<file path="src/rtl/mie_consts.vh">
`ifndef MIE_CONSTS_VH
`define MIE_CONSTS_VH

// ----------------------------------------------------------------------
// Operation codes from the decoder
// ----------------------------------------------------------------------
`define MIE_OP_W                      5
`define MIE_OP_MOVE_MEM_TO_ACC        5'h00
`define MIE_OP_MOVE_IMM_TO_ACC        5'h01
`define MIE_OP_MOVE_ACC_TO_MEM        5'h02
`define MIE_OP_NO_OPERATION           5'h03
`define MIE_OP_OR_MEM_TO_ACC          5'h04
`define MIE_OP_OR_IMM_TO_ACC          5'h05
`define MIE_OP_OR_INTO_MEMORY         5'h06
`define MIE_OP_SUBROUTINE_RETURN      5'h07
`define MIE_OP_RETURN_WITH_LITERAL    5'h08
`define MIE_OP_INTERRUPT_RETURN       5'h09
`define MIE_OP_ROTATE_LEFT_MEM        5'h0a
`define MIE_OP_ROTATE_LEFT_TO_ACC     5'h0b
`define MIE_OP_ROTATE_LEFT_THRU_CARRY 5'h0c
`define MIE_OP_ROTATE_LEFT_CARRY_ACC  5'h0d
`define MIE_OP_ROTATE_RIGHT_MEM       5'h0e
`define MIE_OP_ROTATE_RIGHT_TO_ACC    5'h0f
`define MIE_OP_ROTATE_RIGHT_THRU_CARRY 5'h10
`define MIE_OP_ROTATE_RIGHT_CARRY_ACC 5'h11
`define MIE_OP_SUB_WITH_BORROW_ACC    5'h12
`define MIE_OP_SUB_WITH_BORROW_MEM    5'h13
`define MIE_OP_DEC_SKIP_IF_ZERO       5'h14
`define MIE_OP_DEC_TO_ACC_SKIP_IF_ZERO 5'h15

// ----------------------------------------------------------------------
// Reset values
// ----------------------------------------------------------------------
`define MIE_RST_ACC                   8'h00
`define MIE_RST_FLAG                  1'h0
`define MIE_RST_IRQ_ENABLE            1'h0

// ----------------------------------------------------------------------
// Instruction cycle counts
// ----------------------------------------------------------------------
`define MIE_CYCLES_RETURN             2
`define MIE_CYCLES_SKIP_TAKEN         2
`define MIE_CYCLES_PLAIN              1

// ----------------------------------------------------------------------
// Bit positions
// ----------------------------------------------------------------------
`define MIE_BIT_MSB                   7
`define MIE_BIT_LSB                   0
`define MIE_BIT_NIBBLE                4

`endif

</file>
<file path="src/rtl/mie_exec_unit.v">
`timescale 1ns/10ps
`default_nettype none
`include "mie_consts.vh"

module mie_exec_unit #(
  parameter PC_W = 12
) (
  input  wire            clk_sys,
  input  wire            sys_rst,
  input  wire            opValid,
  input  wire [4:0]      opCode,
  input  wire [7:0]      memData,
  input  wire [7:0]      immData,
  input  wire [PC_W-1:0] stackTop,
  input  wire            irqEnableClr,
  output wire            busy,
  output reg             opTaken,
  output reg  [7:0]      accQ,
  output reg             carryFlagQ,
  output reg             zeroFlagQ,
  output reg             halfCarryFlagQ,
  output reg             signedWrapFlagQ,
  output reg             globalIrqEnableQ,
  output reg             memWrQ,
  output reg  [7:0]      memWrDataQ,
  output reg  [PC_W-1:0] pcQ,
  output reg             stackPopQ,
  output reg             skipQ
);

  // --------------------------------------------------------------------
  // Sequencer states
  // --------------------------------------------------------------------
  localparam ST_RUN   = 1'b0;
  localparam ST_EXTRA = 1'b1;

  localparam [PC_W-1:0] PC_STEP = 1;

  reg stateQ;
  reg stateD;

  assign busy = stateQ;

  // --------------------------------------------------------------------
  // Acceptance: offers refused during a dummy cycle
  // --------------------------------------------------------------------
  reg take;

  always @* begin
    case (stateQ)
      ST_RUN: begin
        take = opValid;
      end
      ST_EXTRA: begin
        take = 1'b0;
      end
      default: begin
        take = 1'b0;
      end
    endcase
  end

  // --------------------------------------------------------------------
  // Datapath
  // --------------------------------------------------------------------
  wire [7:0] orRes;
  wire [7:0] rotLeft;
  wire [7:0] rotRight;
  wire [7:0] rotLeftC;
  wire [7:0] rotRightC;
  wire [7:0] decRes;
  wire [7:0] memInv;
  wire [8:0] subSum;
  wire [4:0] subLow;
  wire       subWrap;

  assign orRes     = accQ | memData;
  assign rotLeft   = {memData[6:0], memData[`MIE_BIT_MSB]};
  assign rotRight  = {memData[`MIE_BIT_LSB], memData[7:1]};
  assign rotLeftC  = {memData[6:0], carryFlagQ};
  assign rotRightC = {carryFlagQ, memData[7:1]};
  assign decRes    = memData - 8'h01;
  assign memInv    = ~memData;
  assign subSum    = {1'b0, accQ} + {1'b0, memInv} + {8'h00, carryFlagQ};
  assign subLow    = {1'b0, accQ[3:0]} + {1'b0, memInv[3:0]} + {4'h0, carryFlagQ};
  assign subWrap   = (accQ[`MIE_BIT_MSB] == memInv[`MIE_BIT_MSB]) &&
                     (subSum[`MIE_BIT_MSB] != accQ[`MIE_BIT_MSB]);

  // --------------------------------------------------------------------
  // Next-state decode
  // --------------------------------------------------------------------
  reg [7:0]      accD;
  reg            carryD;
  reg            zeroD;
  reg            halfD;
  reg            wrapD;
  reg            irqEnD;
  reg            memWrD;
  reg [7:0]      memWrDataD;
  reg [PC_W-1:0] pcD;
  reg            popD;
  reg            skipD;

  always @* begin
    accD       = accQ;
    carryD     = carryFlagQ;
    zeroD      = zeroFlagQ;
    halfD      = halfCarryFlagQ;
    wrapD      = signedWrapFlagQ;
    irqEnD     = globalIrqEnableQ;
    memWrD     = 1'b0;
    memWrDataD = memWrDataQ;
    pcD        = pcQ;
    popD       = 1'b0;
    skipD      = 1'b0;
    stateD     = ST_RUN;
    if (irqEnableClr) begin
      irqEnD = 1'b0;
    end
    if (take) begin
      pcD = pcQ + PC_STEP;
      case (opCode)
        `MIE_OP_MOVE_MEM_TO_ACC: begin
          accD = memData;
        end
        `MIE_OP_MOVE_IMM_TO_ACC: begin
          accD = immData;
        end
        `MIE_OP_MOVE_ACC_TO_MEM: begin
          memWrD     = 1'b1;
          memWrDataD = accQ;
        end
        `MIE_OP_NO_OPERATION: begin
          pcD = pcQ + PC_STEP;
        end
        `MIE_OP_OR_MEM_TO_ACC: begin
          accD  = orRes;
          zeroD = (orRes == 8'h00);
        end
        `MIE_OP_OR_IMM_TO_ACC: begin
          accD  = accQ | immData;
          zeroD = ((accQ | immData) == 8'h00);
        end
        `MIE_OP_OR_INTO_MEMORY: begin
          memWrD     = 1'b1;
          memWrDataD = orRes;
          zeroD      = (orRes == 8'h00);
        end
        `MIE_OP_SUBROUTINE_RETURN: begin
          pcD    = stackTop;
          popD   = 1'b1;
          stateD = ST_EXTRA;
        end
        `MIE_OP_RETURN_WITH_LITERAL: begin
          pcD    = stackTop;
          popD   = 1'b1;
          accD   = immData;
          stateD = ST_EXTRA;
        end
        `MIE_OP_INTERRUPT_RETURN: begin
          pcD    = stackTop;
          popD   = 1'b1;
          irqEnD = 1'b1;
          stateD = ST_EXTRA;
        end
        `MIE_OP_ROTATE_LEFT_MEM: begin
          memWrD     = 1'b1;
          memWrDataD = rotLeft;
        end
        `MIE_OP_ROTATE_LEFT_TO_ACC: begin
          accD = rotLeft;
        end
        `MIE_OP_ROTATE_LEFT_THRU_CARRY: begin
          memWrD     = 1'b1;
          memWrDataD = rotLeftC;
          carryD     = memData[`MIE_BIT_MSB];
        end
        `MIE_OP_ROTATE_LEFT_CARRY_ACC: begin
          accD   = rotLeftC;
          carryD = memData[`MIE_BIT_MSB];
        end
        `MIE_OP_ROTATE_RIGHT_MEM: begin
          memWrD     = 1'b1;
          memWrDataD = rotRight;
        end
        `MIE_OP_ROTATE_RIGHT_TO_ACC: begin
          accD = rotRight;
        end
        `MIE_OP_ROTATE_RIGHT_THRU_CARRY: begin
          memWrD     = 1'b1;
          memWrDataD = rotRightC;
          carryD     = memData[`MIE_BIT_LSB];
        end
        `MIE_OP_ROTATE_RIGHT_CARRY_ACC: begin
          accD   = rotRightC;
          carryD = memData[`MIE_BIT_LSB];
        end
        `MIE_OP_SUB_WITH_BORROW_ACC: begin
          accD   = subSum[7:0];
          carryD = subSum[8];
          halfD  = subLow[`MIE_BIT_NIBBLE];
          zeroD  = (subSum[7:0] == 8'h00);
          wrapD  = subWrap;
        end
        `MIE_OP_SUB_WITH_BORROW_MEM: begin
          memWrD     = 1'b1;
          memWrDataD = subSum[7:0];
          carryD     = subSum[8];
          halfD      = subLow[`MIE_BIT_NIBBLE];
          zeroD      = (subSum[7:0] == 8'h00);
          wrapD      = subWrap;
        end
        `MIE_OP_DEC_SKIP_IF_ZERO: begin
          memWrD     = 1'b1;
          memWrDataD = decRes;
          if (decRes == 8'h00) begin
            // Fetched successor dropped, dummy cycle follows
            pcD    = pcQ + PC_STEP + PC_STEP;
            skipD  = 1'b1;
            stateD = ST_EXTRA;
          end
        end
        `MIE_OP_DEC_TO_ACC_SKIP_IF_ZERO: begin
          accD = decRes;
          if (decRes == 8'h00) begin
            pcD    = pcQ + PC_STEP + PC_STEP;
            skipD  = 1'b1;
            stateD = ST_EXTRA;
          end
        end
        default: begin
          pcD = pcQ + PC_STEP;
        end
      endcase
    end
  end

  // --------------------------------------------------------------------
  // Sequencer register
  // --------------------------------------------------------------------
  always @(posedge clk_sys or posedge sys_rst) begin
    if (sys_rst) begin
      stateQ <= ST_RUN;
    end else begin
      stateQ <= stateD;
    end
  end

  // --------------------------------------------------------------------
  // Registers
  // --------------------------------------------------------------------
  always @(posedge clk_sys or posedge sys_rst) begin
    if (sys_rst) begin
      opTaken          <= 1'b0;
      accQ             <= `MIE_RST_ACC;
      carryFlagQ       <= `MIE_RST_FLAG;
      zeroFlagQ        <= `MIE_RST_FLAG;
      halfCarryFlagQ   <= `MIE_RST_FLAG;
      signedWrapFlagQ  <= `MIE_RST_FLAG;
      globalIrqEnableQ <= `MIE_RST_IRQ_ENABLE;
      memWrQ           <= 1'b0;
      memWrDataQ       <= 8'h00;
      pcQ              <= {PC_W{1'b0}};
      stackPopQ        <= 1'b0;
      skipQ            <= 1'b0;
    end else begin
      opTaken          <= take;
      accQ             <= accD;
      carryFlagQ       <= carryD;
      zeroFlagQ        <= zeroD;
      halfCarryFlagQ   <= halfD;
      signedWrapFlagQ  <= wrapD;
      globalIrqEnableQ <= irqEnD;
      memWrQ           <= memWrD;
      memWrDataQ       <= memWrDataD;
      pcQ              <= pcD;
      stackPopQ        <= popD;
      skipQ            <= skipD;
    end
  end

endmodule // mie_exec_unit

`default_nettype wire

</file>
<file path="config.mk">
export PLATFORM = sky130hd
export DESIGN_NAME = mie_exec_unit
export DESIGN_NICKNAME = d
export VERILOG_FILES = /design/src/rtl/mie_exec_unit.v
export VERILOG_INCLUDE_DIRS = /design/src /design/src/rtl
export SDC_FILE = /design/constraint.sdc
export NUM_CORES = 1
export LEC_CHECK = 0
export BUFFER_PORTS_ARGS = -buffer_cell sky130_fd_sc_hd__buf_2
export CELL_PAD_IN_SITES_DETAIL_PLACEMENT = 0
export CELL_PAD_IN_SITES_GLOBAL_PLACEMENT = 2
export CORE_ASPECT_RATIO = 1.4
export CORE_MARGIN = 3
export CORE_UTILIZATION = 32
export DETAILED_ROUTE_END_ITERATION = 12
export PLACE_DENSITY = 0.85
export SYNTH_ARGS = -nofsm -noshare
export SYNTH_HDL_FRONTEND = slang
export SYNTH_SLANG_ARGS = --single-unit
</file>
<file path="constraint.sdc">
create_clock -name clk_sys -period 2.9 [get_ports clk_sys]
set_input_delay 0.435 -clock clk_sys [delete_from_list [all_inputs] [get_ports clk_sys]]
set_output_delay 0.435 -clock clk_sys [all_outputs]
set_load 0.05 [all_outputs]
</file>
==> metrics.md <==
| Metric | Value |
|---|---|
| RSZ-0062 raised after global routing | false |
| Yosys warns | 0 |
| WHS | 0.261 ns |
| Post-route ant nets | 0 |
| Placed wire-length estimate | 11.7 mm |
| Initial DRC count | 421 |
| Most common cell after layout, fill and taps aside | buf_2 |
| Nets@finish | 660 |
| Syn avg cell area | 7.64 um^2 |
| FF-to-FF Start | accQ[0]$_DFFE_PP0P_ |
| Tot GR Track Use | 21.8% |
| Worst-path clk slew | 0.07 ns |
| Setup CP Type | flop to flop |
| Clock Latency Late Sink | 0.29 ns |
| Final setup margin | 0.248 ns |
| Syn Std Cell Area | 3940 um^2 |
| Buf/Inv on CP | 0 |
| Required @ worst endpoint | 3.09 ns |
| Crit start category | flop |
| # fillers | 1280 |
| Post-CTS Hold Fix Bufs | 0 |
| Clk root buf | clkbuf_16 |
| Crit path max fanout | 6 |
| Area of the core | 11900 um^2 |
| Pwr/cell area | 710 nW/um^2 |
| Crit-path leading delay family | adder cells |
| I/O pin cnt | 75 |
| WL/cell | 20.1 um |
| Syn nets | 575 |
| Final Max Slew Viols | 0 |
| Share of cells above drive strength 1 | 21.9% |
| PostCTS Resize Cnt | 0 |
| I/O Buffers | 74 |
| GPL Wtd Cong | 0.945 |
| First-pass GRT wire length | 23.5 mm |
| Antenna diodes | 0 |
| Commonest cells after routing, fill and taps aside | 74 x buf_2, 66 x nor2_1, 46 x nand2_1, 38 x dfrtp_1, 37 x o21ai_0 |
| Yosys top cell by area | dfrtp_1 |
| Setup TNS | 0 ns |
| Main synth FF type | dfrtp_1 |
| Number of flops mapped to enable cells by yosys | 0 |
| Num rows | 47 |
| Outcome | finished, final reports clean |
| Synth Instances | 516 |
| # Max-Cap Violations | 0 |
| Number of synthesized register bits | 38 |
| Peak supply drop | 0.000295 V |
| FFs w/ async S/R, synth | 100% |
| Initial Util | 33.0% |
| Post-CTS setup repair buffer count | 0 |
| Register area | 951 um^2 |
| DRC | 0 |
| Worst setup EP type | flop |
| Area growth syn-to-layout | 20.9% |
| Via density | 5.91 |
| Top cells by area in the synthesized netlist | dfrtp_1 24%, ha_1 6.3%, nor2_1 6.3% |
| Htree depth | 2 |
| Clock net sink count | 38 |
| Maximum clock frequency | 377 MHz |
| CTS tree | built |
| Initial antenna violation count | 0 |
| Slowest cell on crit path | dfrtp_1 |
| HP Class | primary input to asynchronous set/reset pin |
| Fin Clk Skew | 0.00545 ns |
| Post-synthesis cell type count | 66 |
| Area of the multi-input gates | 2700 um^2 |
| Crit path time final | 2.65 ns |
| Crit path largest cell delay | 0.50 ns |
| DP Worst Slack | 0.0280 ns |
| R2R depth | 9 |
| Leak | 0.00201 uW |
| Final hold vios | 0 |
| DRT Pass-1 Iters | 5 |
| Crit path cell chain | fa_1 -> fa_1 -> nand2b_1 -> a21oi_1 -> nor2_1 -> o31ai_1 -> xnor2_1 -> a211oi_1 -> o31ai_1 |
| R2r setup slk | 0.25 ns |
| CTS Buffer Depth | 2 |
| Die Ht | 137 um |
| Rel. slew slack | 54.2% |
| Seq/Total Area, Yosys | 24.1% |
| Reg-to-reg endpoint | accQ[6]$_DFFE_PP0P_ |
| Total global routing overflow | 0 |
| Die area | 13700 um^2 |
| Die Wd | 99.8 um |
| Vias in the first global route | 4323 |
| Pin count of the biggest net entering global routing | 39 |
| WL final | 15.0 mm |
| Worst slew pin tran | 0.670 ns |
| Vias | 4428 |
| Endpoints failing setup | 0 |
| Fin crit share | 91.4% |
| Arr. time, crit path | 2.84 ns |
| Top cell type's share of synthesized area | 24.1% |
| Number of buffers created by CTS | 5 |
[Yosys cell counts, drive strengths merged, types with 4 or more instances]
cell type  count
a21oi         36
a221oi        16
a31oi          7
buf           17
clkbuf        15
dfrtp         38
ha            20
inv           25
nand2         46
nand2b        11
nand3         12
nand4          6
nand4b         4
nor2          67
nor2b          9
nor3           8
nor3b          6
nor4          14
o211ai         6
o21ai         39
o221ai         9
o22ai          9
o31ai          6
or2            4
xnor2         26
xor2           8
[worst max path at each step]
stage | start | endpoint | slack, ns | depth (start not counted)
finish | accQ[0]$_DFFE_PP0P_ | accQ[6]$_DFFE_PP0P_ | 0.25 | 9
floorplan | memData[0] | pcQ[7]$_DFFE_PP0P_ | 0.02 | 10
CTS | accQ[0]$_DFFE_PP0P_ | accQ[6]$_DFFE_PP0P_ | 0.26 | 9
global placement | memData[0] | pcQ[7]$_DFFE_PP0P_ | 0.09 | 10
global route | accQ[0]$_DFFE_PP0P_ | accQ[6]$_DFFE_PP0P_ | 0.07 | 9
detailed placement | memData[0] | pcQ[7]$_DFFE_PP0P_ | 0.03 | 10
[layer usage]
| metal | global-route usage [%] | part of all wire (%) | wire length [um] |
|---|---|---|---|
| met3 | 2.28 | 5.0 | 749 |
| met1 | 25.7 | 40 | 5990 |
| met2 | 38.6 | 50 | 7480 |
| met4 | 11.2 | 5.4 | 808 |
| met5 | 0 | 0 | 0 |
[tightest hold or removal path, cell delays in order]
cell,delay [ns]
buf_2,0.09
inv_1,0.04
buf_4,0.44
[state kept, by name, indices dropped and copies added, names as in the netlist]
signal	count
pcQ	12
accQ	8
opTaken	1
memWrDataQ	8
signedWrapFlagQ	1
busy	1
stackPopQ	1
skipQ	1
memWrQ	1
carryFlagQ	1
globalIrqEnableQ	1
halfCarryFlagQ	1
zeroFlagQ	1
[cell families (layout without fill, tap and decap cells)]
| kind of cell | Yosys count | count (layout) | share of synthesized area [%] |
|---|---|---|---|
| mux | 4 | 4 | 1.08 |
| buf+inv | 59 | 145 | 7.52 |
| compound gates | 159 | 159 | 26.8 |
| xor+xnor | 34 | 34 | 7.74 |
| fa+ha+maj | 23 | 23 | 7.62 |
| flops | 38 | 38 | 24.1 |
| simple gates | 199 | 199 | 25.1 |
[area by class of cell]
type                       count  area share [%]
multi-input combinational    419            56.6
timing repair buffer         110            13.4
sequential                    38            20.0
clock buffer                   5            2.63
tap                          147            3.86
clock inverter                 3            1.44
inverter                      27            2.13
[stage by stage]
step / utilization [%] / power [uW] / std cells / cell area [um^2]
2_1_floorplan: - / 2140 / 516 / 3940
3_3_place_gp: 38.3 / 2620 / 741 / 4570
3_5_place_dp: 38.3 / 2630 / 741 / 4570
4_1_cts: 39.9 / 3390 / 749 / 4770
5_1_grt: 39.9 / 3580 / 749 / 4770
6_report: 39.9 / 3390 / 749 / 4770
[report_power, final]
| part | switching, uW | internal, uW |
|---|---|---|
| logic | 1200 | 569 |
| clock network | 251 | 495 |
| registers | 206 | 665 |
| total | 1660 | 1730 |
No activity file was read; power rests on OpenSTA's default activity.
